===== src/cfg_prot_pkg.sv =====
`default_nettype none
package cfg_prot_pkg;

  localparam int unsigned ADDR_W  = 24;
  localparam int unsigned NUM_CFG = 12;

  // ****************************************
  // Configuration space and byte offsets
  // ****************************************
  localparam logic [23:0] CFG_SPACE_LO = 24'h800000;
  localparam logic [23:0] CFG_OFS [NUM_CFG] = '{
    24'hF80000, 24'hF80002, 24'hF80004, 24'hF80006,
    24'hF80008, 24'hF8000A, 24'hF8000C, 24'hF8000E,
    24'hF80010, 24'hF80012, 24'hF80014, 24'hF80016};
  localparam int unsigned IDX_BOOT    = 0;
  localparam int unsigned IDX_SECURE  = 1;
  localparam int unsigned IDX_GENERAL = 2;

  // ****************************************
  // Read masks: implemented bits, forced ones
  // ****************************************
  localparam logic [7:0] CFG_IMPL [NUM_CFG] = '{
    8'hCF, 8'hCF, 8'h07, 8'hC7, 8'hC7, 8'hFF,
    8'hC7, 8'h23, 8'hFF, 8'hFF, 8'hFF, 8'hFF};
  localparam logic [7:0] CFG_ONES [NUM_CFG] = '{
    8'h00, 8'h00, 8'h00, 8'h00, 8'h00, 8'h00,
    8'h38, 8'h00, 8'h00, 8'h00, 8'h00, 8'h00};
  localparam logic [7:0] CFG_ERASED = 8'hFF;

  // ****************************************
  // Field positions
  // ****************************************
  localparam int unsigned WRP_BIT  = 0;
  localparam int unsigned SIZE_LSB = 1;
  localparam int unsigned LVL_BIT  = 3;
  localparam int unsigned RAM_LSB  = 6;

  // ****************************************
  // Segment ends and RAM sizes
  // ****************************************
  localparam logic [23:0] BOOT_END_SMALL = 24'h0007FE;
  localparam logic [23:0] BOOT_END_MID   = 24'h001FFE;
  localparam logic [23:0] BOOT_END_LARGE = 24'h003FFE;
  localparam logic [23:0] SEC_END_A      = 24'h001FFE;
  localparam logic [23:0] SEC_END_B      = 24'h003FFE;
  localparam logic [23:0] SEC_END_C      = 24'h007FFE;
  localparam logic [23:0] SEC_END_D      = 24'h00FFFE;
  localparam logic [23:0] SEG_STEP       = 24'h000002;
  localparam logic [12:0] BOOT_RAM_S     = 13'h0080;
  localparam logic [12:0] BOOT_RAM_M     = 13'h0100;
  localparam logic [12:0] BOOT_RAM_L     = 13'h0400;
  localparam logic [12:0] SEC_RAM_S      = 13'h0100;
  localparam logic [12:0] SEC_RAM_M      = 13'h0800;
  localparam logic [12:0] SEC_RAM_L      = 13'h1000;

  typedef enum logic [1:0] {SEC_NONE, SEC_STD, SEC_HIGH} sec_level_t;

  typedef struct packed {
    logic        rd;
    logic        wr;
    logic [23:0] addr;
    logic [7:0]  wdata;
  } tbl_req_t;

  typedef struct packed {
    logic        en;
    sec_level_t  level;
    logic [23:0] start_addr;
    logic [23:0] end_addr;
    logic        wr_en;
  } seg_t;

endpackage
`default_nettype wire


===== src/config_segment_protection.sv =====
`default_nettype none

// Operation
// - Every stored bit reads 0 once programmed and 1 when left erased, and selects its setting.
// - The twelve configuration bytes sit at consecutive even addresses from the base.
// - Configuration space is reached only by table reads and writes, never by other accesses.
// - The remaining reserved power-on bits always read as one.
// - The reserved oscillator-select bit reads back its programmed value.
// - Boot write-protect at 1 permits boot segment writes and at 0 blocks them all.
// - The boot size field gives no segment on 11, else an end by pair, bit 2 picking level.
// - The boot RAM field gives none, 128, 256 or 1024 bytes.
// - Secure write-protect at 1 permits secure segment writes and at 0 blocks them all.
// - On large flash the secure size field ends the segment at 3FFE, 7FFE or FFFE.
// - On small flash the secure size field ends the segment at 1FFE, 3FFE or 7FFE.
// - The secure RAM field gives none, 256, 2048 or 4096 bytes less the boot RAM.
// - The general field gives no protection on 11, standard on 10, high on 0x.
// - Boot follows the vectors, secure follows boot, general runs to end of memory.
module config_segment_protection
  import cfg_prot_pkg::*;
#(
  parameter bit          SMALL_FLASH = 1'b0,
  parameter logic [23:0] VECTOR_END  = 24'h000200,
  parameter logic [23:0] MEM_END     = 24'h03FFFE
) (
  // Clock and reset
  input  wire logic       sys_clk,
  input  wire logic       sys_rst,
  // Table access port
  input  wire tbl_req_t   tbl_req,
  output logic [7:0]      tbl_rdata_q,
  output logic            tbl_ack_q,
  output logic            tbl_err_q,
  // Ordinary fetch or data access
  input  wire logic       data_acc_valid,
  input  wire logic [23:0] data_acc_addr,
  output logic            cfg_acc_block_q,
  // Flash write check
  input  wire logic       wr_chk_valid,
  input  wire logic [23:0] wr_chk_addr,
  output logic            wr_chk_done_q,
  output logic            wr_chk_ok_q,
  // Decoded protection map
  output seg_t            boot_seg_q,
  output seg_t            sec_seg_q,
  output seg_t            gen_seg_q,
  output logic [12:0]     boot_ram_bytes_q,
  output logic [12:0]     sec_ram_bytes_q
);

  // ****************************************
  // Elaboration checks
  // ****************************************
  if (VECTOR_END >= BOOT_END_SMALL) begin : g_bad_vec
    $error("vector space must end below the smallest boot segment end");
  end
  if (MEM_END <= SEC_END_D) begin : g_bad_eom
    $error("end of memory must lie above the largest secure segment end");
  end
  if (VECTOR_END[0] != 1'b0 || MEM_END[0] != 1'b0) begin : g_bad_align
    $error("segment bounds must be even addresses");
  end
  if (MEM_END >= CFG_SPACE_LO) begin : g_bad_top
    $error("end of memory must lie below configuration space");
  end

  logic [7:0]         cfg_q [NUM_CFG];
  logic [NUM_CFG-1:0] hit;
  logic               in_cfg_space;
  logic               tbl_any;
  logic [7:0]         rd_mux;

  assign in_cfg_space = tbl_req.addr >= CFG_SPACE_LO;
  assign tbl_any      = tbl_req.rd | tbl_req.wr;

  // ****************************************
  // Configuration storage
  // ****************************************
  // Reset returns the erased state; a real array keeps it across resets.
  for (genvar i = 0; i < NUM_CFG; i++) begin : g_cfg
    assign hit[i] = tbl_req.addr == CFG_OFS[i];
    always_ff @(posedge sys_clk) begin
      if (sys_rst) begin
        cfg_q[i] <= CFG_ERASED;
      end else if (tbl_req.wr && hit[i]) begin
        // Only implemented bits are stored; reserved power-on bits are masked off by CFG_IMPL
        cfg_q[i] <= tbl_req.wdata & CFG_IMPL[i];
      end
    end
  end

  always_comb begin
    rd_mux = 8'h00;
    for (int i = 0; i < NUM_CFG; i++) begin
      if (hit[i]) begin
        // Forced ones cover reserved power-on bits
        rd_mux = (cfg_q[i] & CFG_IMPL[i]) | CFG_ONES[i];
      end
    end
  end

  // ****************************************
  // Table access answer
  // ****************************************
  always_ff @(posedge sys_clk) begin
    if (sys_rst) begin
      tbl_ack_q <= 1'b0;
      tbl_err_q <= 1'b0;
    end else begin
      tbl_ack_q <= tbl_any && in_cfg_space;
      tbl_err_q <= tbl_any && in_cfg_space && (hit == '0);
    end
  end

  always_ff @(posedge sys_clk) begin
    if (sys_rst) begin
      tbl_rdata_q <= 8'h00;
    end else if (tbl_req.rd && in_cfg_space) begin
      tbl_rdata_q <= rd_mux;
    end
  end

  // Anything other than a table access is turned away from config space
  always_ff @(posedge sys_clk) begin
    if (sys_rst) begin
      cfg_acc_block_q <= 1'b0;
    end else begin
      cfg_acc_block_q <= data_acc_valid && (data_acc_addr >= CFG_SPACE_LO);
    end
  end

  // ****************************************
  // Field decode
  // ****************************************
  logic [7:0]  boot_segment_config;
  logic [7:0]  secure_segment_config;
  logic [7:0]  general_segment_config;
  logic [2:0]  bss;
  logic [2:0]  sss;
  logic [1:0]  rbs;
  logic [1:0]  rss;
  logic [1:0]  gss;
  seg_t        boot_d;
  seg_t        sec_d;
  seg_t        gen_d;
  logic [12:0] boot_ram_d;
  logic [12:0] sec_ram_full;
  logic [12:0] sec_ram_d;

  assign boot_segment_config = cfg_q[IDX_BOOT];
  assign secure_segment_config = cfg_q[IDX_SECURE];
  assign general_segment_config = cfg_q[IDX_GENERAL];
  assign bss = boot_segment_config[SIZE_LSB +: 3];
  assign sss = secure_segment_config[SIZE_LSB +: 3];
  assign rbs = boot_segment_config[RAM_LSB +: 2];
  assign rss = secure_segment_config[RAM_LSB +: 2];
  assign gss = general_segment_config[SIZE_LSB +: 2];

  always_comb begin
    boot_d            = '0;
    boot_d.en         = bss[1:0] != 2'b11;
    boot_d.level      = !boot_d.en ? SEC_NONE : (bss[2] ? SEC_STD : SEC_HIGH);
    boot_d.start_addr = VECTOR_END;
    boot_d.wr_en      = boot_segment_config[WRP_BIT];
    case (bss[1:0])
      2'b10:   boot_d.end_addr = BOOT_END_SMALL;
      2'b01:   boot_d.end_addr = BOOT_END_MID;
      2'b00:   boot_d.end_addr = BOOT_END_LARGE;
      default: boot_d.end_addr = VECTOR_END - SEG_STEP;
    endcase
  end

  always_comb begin
    sec_d            = '0;
    sec_d.en         = sss[1:0] != 2'b11;
    sec_d.level      = !sec_d.en ? SEC_NONE : (sss[2] ? SEC_STD : SEC_HIGH);
    // Starts after the boot segment, or after the vectors when there is none
    sec_d.start_addr = boot_d.en ? boot_d.end_addr + SEG_STEP : VECTOR_END;
    sec_d.wr_en      = secure_segment_config[WRP_BIT];
    if (SMALL_FLASH) begin
      case (sss[1:0])
        2'b10:   sec_d.end_addr = SEC_END_A;
        2'b01:   sec_d.end_addr = SEC_END_B;
        2'b00:   sec_d.end_addr = SEC_END_C;
        default: sec_d.end_addr = sec_d.start_addr - SEG_STEP;
      endcase
    end else begin
      case (sss[1:0])
        2'b10:   sec_d.end_addr = SEC_END_B;
        2'b01:   sec_d.end_addr = SEC_END_C;
        2'b00:   sec_d.end_addr = SEC_END_D;
        default: sec_d.end_addr = sec_d.start_addr - SEG_STEP;
      endcase
    end
    // A secure size no larger than boot leaves an empty secure segment
    if (sec_d.en && sec_d.end_addr < sec_d.start_addr) begin
      sec_d.en    = 1'b0;
      sec_d.level = SEC_NONE;
    end
  end

  always_comb begin
    gen_d            = '0;
    gen_d.en         = gss != 2'b11;
    gen_d.level      = !gen_d.en ? SEC_NONE : (gss[1] ? SEC_STD : SEC_HIGH);
    gen_d.start_addr = sec_d.en ? sec_d.end_addr + SEG_STEP :
                       boot_d.en ? boot_d.end_addr + SEG_STEP : VECTOR_END;
    gen_d.end_addr   = MEM_END;
    gen_d.wr_en      = general_segment_config[WRP_BIT];
  end

  always_comb begin
    case (rbs)
      2'b10:   boot_ram_d = BOOT_RAM_S;
      2'b01:   boot_ram_d = BOOT_RAM_M;
      2'b00:   boot_ram_d = BOOT_RAM_L;
      default: boot_ram_d = 13'h0000;
    endcase
    case (rss)
      2'b10:   sec_ram_full = SEC_RAM_S;
      2'b01:   sec_ram_full = SEC_RAM_M;
      2'b00:   sec_ram_full = SEC_RAM_L;
      default: sec_ram_full = 13'h0000;
    endcase
    // Boot RAM comes out of the secure figure; never wraps below zero
    sec_ram_d = (sec_ram_full > boot_ram_d) ? sec_ram_full - boot_ram_d : 13'h0000;
  end

  // ****************************************
  // Registered protection map
  // ****************************************
  // One cycle behind the storage so every output leaves a flip-flop.
  always_ff @(posedge sys_clk) begin
    if (sys_rst) begin
      boot_seg_q <= '0;
    end else begin
      boot_seg_q <= boot_d;
    end
  end

  always_ff @(posedge sys_clk) begin
    if (sys_rst) begin
      sec_seg_q <= '0;
    end else begin
      sec_seg_q <= sec_d;
    end
  end

  always_ff @(posedge sys_clk) begin
    if (sys_rst) begin
      gen_seg_q <= '0;
    end else begin
      gen_seg_q <= gen_d;
    end
  end

  always_ff @(posedge sys_clk) begin
    if (sys_rst) begin
      boot_ram_bytes_q <= 13'h0000;
    end else begin
      boot_ram_bytes_q <= boot_ram_d;
    end
  end

  always_ff @(posedge sys_clk) begin
    if (sys_rst) begin
      sec_ram_bytes_q <= 13'h0000;
    end else begin
      sec_ram_bytes_q <= sec_ram_d;
    end
  end

  // ****************************************
  // Flash write check
  // ****************************************
  function automatic logic in_seg(input seg_t s, input logic [23:0] a);
    in_seg = s.en && a >= s.start_addr && a <= s.end_addr;
  endfunction

  logic wr_in_boot;
  logic wr_in_sec;
  logic wr_in_gen;
  logic wr_blocked;

  assign wr_in_boot = in_seg(boot_d, wr_chk_addr);
  assign wr_in_sec  = in_seg(sec_d, wr_chk_addr);
  // General write-protect covers all of user memory past secure
  assign wr_in_gen  = wr_chk_addr >= gen_d.start_addr && wr_chk_addr <= MEM_END;
  assign wr_blocked = (wr_in_boot && !boot_d.wr_en)
                   || (wr_in_sec && !sec_d.wr_en)
                   || (wr_in_gen && !gen_d.wr_en)
                   || (wr_chk_addr > MEM_END);

  always_ff @(posedge sys_clk) begin
    if (sys_rst) begin
      wr_chk_done_q <= 1'b0;
      wr_chk_ok_q   <= 1'b0;
    end else begin
      wr_chk_done_q <= wr_chk_valid;
      wr_chk_ok_q   <= wr_chk_valid && !wr_blocked;
    end
  end

endmodule // config_segment_protection
`default_nettype wire


===== config.mk =====
export PLATFORM = sky130hd
export DESIGN_NAME = config_segment_protection
export DESIGN_NICKNAME = d
export VERILOG_FILES = /design/src/cfg_prot_pkg.sv /design/src/config_segment_protection.sv
export SDC_FILE = /design/constraint.sdc
export NUM_CORES = 1
export LEC_CHECK = 0
export BUFFER_PORTS_ARGS = -buffer_cell sky130_fd_sc_hd__buf_2
export CAP_MARGIN = 10
export CORE_MARGIN = 5
export CORE_UTILIZATION = 51
export CTS_CLUSTER_SIZE = 24
export DETAILED_ROUTE_END_ITERATION = 10
export GPL_ROUTABILITY_DRIVEN = 0
export GPL_TIMING_DRIVEN = 0
export PLACE_DENSITY = 0.94
export SLEW_MARGIN = 20
export SYNTH_ARGS = -nofsm -noshare
export SYNTH_HDL_FRONTEND = slang
export SYNTH_SLANG_ARGS = --single-unit
export TNS_END_PERCENT = 50

===== constraint.sdc =====
create_clock -name sys_clk -period 9.3 [get_ports sys_clk]
set_clock_uncertainty 0.2 [all_clocks]
set_input_delay 2.79 -clock sys_clk [delete_from_list [all_inputs] [get_ports sys_clk]]
set_output_delay 2.79 -clock sys_clk [all_outputs]
set_load 0.005 [all_outputs]

==> flow_metrics.env <==
export IMPL_status="complete, no violations"
export IMPL_post_cts_hold_buffer_count=0
export IMPL_worstHoldPathCells=1
export IMPL_max_freq_mhz=175
export IMPL_portBuffers=168
export IMPL_cts_resized=0
export IMPL_post_place_cells=1264
export IMPL_grt_overflow_total=0
export IMPL_max_vdd_ir_drop_v=0.000146
export IMPL_first_iter_violations=917
export IMPL_cpMostUsedCell="sky130_fd_sc_hd__clkbuf_1"
export IMPL_final_layout_size_suffix_gt1_share_pct=34.2
export IMPL_ys_seq_elements=141
export IMPL_slowest_stage="sky130_fd_sc_hd__o21ai_0"
export IMPL_drc=0
export IMPL_synth_instances=801
export IMPL_vias=6956
export IMPL_place_detailed_hpwl_um=16700
export IMPL_static_leakage_power_uw=0.00452
export IMPL_period_share_pct=61.5
export IMPL_post_route_setup_tns_ns=0
export IMPL_critical_path_top_delay_family="buffers and inverters"
export IMPL_drtPass1Iterations=7
export IMPL_ff2ff_path_depth=16
export IMPL_post_route_min_period_ns=5.72
export IMPL_clk_insertion_delay_late_ns=0.43
export IMPL_antennaDiodeCount=0
export IMPL_dieWidth_um=134
export IMPL_max_slew_margin_pct=26.2
export IMPL_r2r_setup_slack_ns=4.34
export IMPL_die_height_um=134
export IMPL_clkSinkCount=141
export IMPL_setup_viol_count_final=0
export IMPL_post_cts_setup_inserts=0
export IMPL_yosys_most_used_dff="sky130_fd_sc_hd__edfxtp_1"
export IMPL_power_density_mw_per_mm2=161
export IMPL_core_area_mm2=0.0151
export IMPL_grt_total_usage_pct=23.7
export IMPL_hold_path_startpoint="cfg_q[0][3]"
export IMPL_setup_worst_path_class="input pin to flop"
export IMPL_synthesis_yosys_warnings=0
export IMPL_syn_mean_instance_area_um2=9.80
export IMPL_synth_seq_area_share_pct=45.3
export IMPL_synth_cells_most_frequent="sky130_fd_sc_hd__buf_4 (127), sky130_fd_sc_hd__edfxtp_1 (73), sky130_fd_sc_hd__dfxtp_1 (68)"
export IMPL_worst_slew_pin_slew_ns=1.09
export IMPL_finish_net_count=1221
export IMPL_drt_total_wl_um=22000
export IMPL_rows=45
export IMPL_r2r_start="cfg_q[0][2]"
export IMPL_post_synth_arst_share_pct=0
export IMPL_critPathMaxFanout=10
export IMPL_crit_arrival_ns=5.56
export IMPL_design_portCount=281
export IMPL_die_area_mm2=0.0180
export IMPL_worstPathCellList="buf_2, buf_1, clkbuf_1, clkbuf_1, nand4_1, o21ai_0"
export IMPL_cts_inserted_buffers=17
export IMPL_grt_pass1_wl_um=33600
export IMPL_cts_root_to_sink_buffers=2
export IMPL_avgViaCountPerCell=5.37
export IMPL_layout_area_overhead_pct=27.0
export IMPL_timing_hold_worst_class="flop to flop"
export IMPL_synth_most_common_cell="sky130_fd_sc_hd__buf_4"
export IMPL_synth_edf_count=73
export IMPL_critical_path_n_buffers_inverters=4
export IMPL_vias_in_the_first_global_route=6709
export IMPL_timing_rr_end="wr_chk_ok_q"
export IMPL_initial_antenna_violation_count=0
export IMPL_ys_top_cells_by_area="sky130_fd_sc_hd__edfxtp_1 (28%), sky130_fd_sc_hd__dfxtp_1 (17%), sky130_fd_sc_hd__buf_4 (12%)"
export IMPL_instances_no_fill=1296
export IMPL_ant_nets=0
export IMPL_tritoncts="built"
export IMPL_cts_root_buffer="sky130_fd_sc_hd__clkbuf_16"
export IMPL_rsz0062_at_grt="false"
export IMPL_max_cap_violations=0
export IMPL_cp_end_kind="flop"
export IMPL_worst_ep_required_time_ns=9.14
export IMPL_timing_hold_worst_endpoint="boot_seg_q[50]"
export IMPL_maximum_number_of_pins_on_one_net_before_global_route_repair=19
export IMPL_synthDominantCellAreaShare_pct=27.9
export IMPL_start_util_pct=51.8
export IMPL_final_hold_violation_count=0
export IMPL_path_clk_slew_ns=0.07
export IMPL_yosysTopAreaCell="sky130_fd_sc_hd__edfxtp_1"
export IMPL_crit_path_start_kind="input pin"
export IMPL_h_tree_depth=4
export IMPL_cp_slowest_stage_delay_ns=0.91
export IMPL_final_max_slew_viol_count=0
export IMPL_synthDistinctLibCells=63
export IMPL_setup_worst_path_start="tbl_req[9]"
export IMPL_wl_per_cell_um=17.0
export IMPL_mappedNetlistArea_mm2=0.00785
[power breakdown]
group | total [uW] | leakage (uW) | internal, uW | switching, uW
Sequential | 699 | 0.00130 | 684 | 15.4
Clock | 700 | 0.000311 | 419 | 281
Combinational | 209 | 0.00291 | 95.3 | 114
Total | 1610 | 0.00452 | 1200 | 410
[area by class of cell]
cell class	count	area (um^2)
Multi-Input combinational cell	586	3540
Tap cell	188	235
Buffer	157	1080
Inverter	24	90.1
Fill cell	1136	5180
Clock inverter	10	83.8
Clock buffer	22	539
Sequential cell	141	3550
Timing Repair Buffer	168	841
[how the worst max path moves through the flow]
stage	endpoint	slack, ns	cells after the start
2_1_floorplan	cfg_q[2][0]	3.71	5
3_3_place_gp	cfg_q[2][0]	3.04	6
5_1_grt	cfg_q[1][14]	3.44	6
6_report	cfg_q[1][14]	3.58	6
4_1_cts	cfg_q[2][1]	3.38	6
3_5_place_dp	cfg_q[2][1]	2.99	6
[logic make-up after synthesis]
logic type               Yosys count  share of synthesized area [%]
AND/OR/NAND/NOR                  306                           21.5
XOR/XNOR                           2                          0.223
AO/OA/AOI/OAI                    114                           9.13
flip-flops                       141                           45.3
adder cells (fa/ha/maj)           40                           6.57
multiplexers                      15                           2.30
buffers and inverters            181                           14.9
other                              2                         0.0957
[flip-flops by register name, indices dropped and copies added (netlist names)]
name	flops
cfg_q	73
sec_seg_q	21
gen_seg_q	19
tbl_rdata_q	8
boot_seg_q	6
sec_ram_bytes_q	6
boot_ram_bytes_q	3
cfg_acc_block_q	1
tbl_ack_q	1
tbl_err_q	1
wr_chk_done_q	1
wr_chk_ok_q	1
[cells in the final DEF, fill, tap and decap left out, types with 4 or more instances in the layout]
master,count
sky130_fd_sc_hd__nor3_1,27
sky130_fd_sc_hd__inv_6,5
sky130_fd_sc_hd__nand4_1,12
sky130_fd_sc_hd__nand3_1,23
sky130_fd_sc_hd__nor2_1,57
sky130_fd_sc_hd__mux2i_1,9
sky130_fd_sc_hd__nor2b_1,7
sky130_fd_sc_hd__or2_2,30
sky130_fd_sc_hd__conb_1,109
sky130_fd_sc_hd__nand2b_1,21
sky130_fd_sc_hd__clkbuf_16,21
sky130_fd_sc_hd__or4_1,7
sky130_fd_sc_hd__buf_2,168
sky130_fd_sc_hd__or3_1,27
sky130_fd_sc_hd__o21ai_0,34
sky130_fd_sc_hd__clkbuf_1,25
sky130_fd_sc_hd__nand2_1,51
sky130_fd_sc_hd__buf_4,127
sky130_fd_sc_hd__o221ai_1,5
sky130_fd_sc_hd__a21o_1,7
sky130_fd_sc_hd__o22ai_1,6
sky130_fd_sc_hd__and2_1,9
sky130_fd_sc_hd__dfxtp_1,68
sky130_fd_sc_hd__nor4_1,9
sky130_fd_sc_hd__a21oi_1,27
sky130_fd_sc_hd__mux2_2,4
sky130_fd_sc_hd__ha_1,38
sky130_fd_sc_hd__a211oi_1,5
sky130_fd_sc_hd__inv_1,24
sky130_fd_sc_hd__edfxtp_1,73
[stage by stage]
stage	cell area, um^2	utilization [%]	hold WS (ns)	power (uW)	setup slack [ns]
finish	9970	65.8	0.304	1610	3.58
global route	9970	65.8	0.328	1670	3.44
CTS	9950	65.7	0.316	1610	3.38
detailed placement	9330	61.6	0.304	914	2.99
global placement	9330	61.6	0.289	906	3.04
floorplan	8250	-	0.223	835	3.71
[routing by layer]
metal / GRT usage [%] / routed length [um] / share of wire [%]
met5: 0 / 0 / 0
met4: 11.0 / 1090 / 5.0
met3: 7.16 / 2650 / 12
met2: 40.5 / 10700 / 49
met1: 27.4 / 7560 / 34
Note: power is estimated with default switching activity, not from simulation.
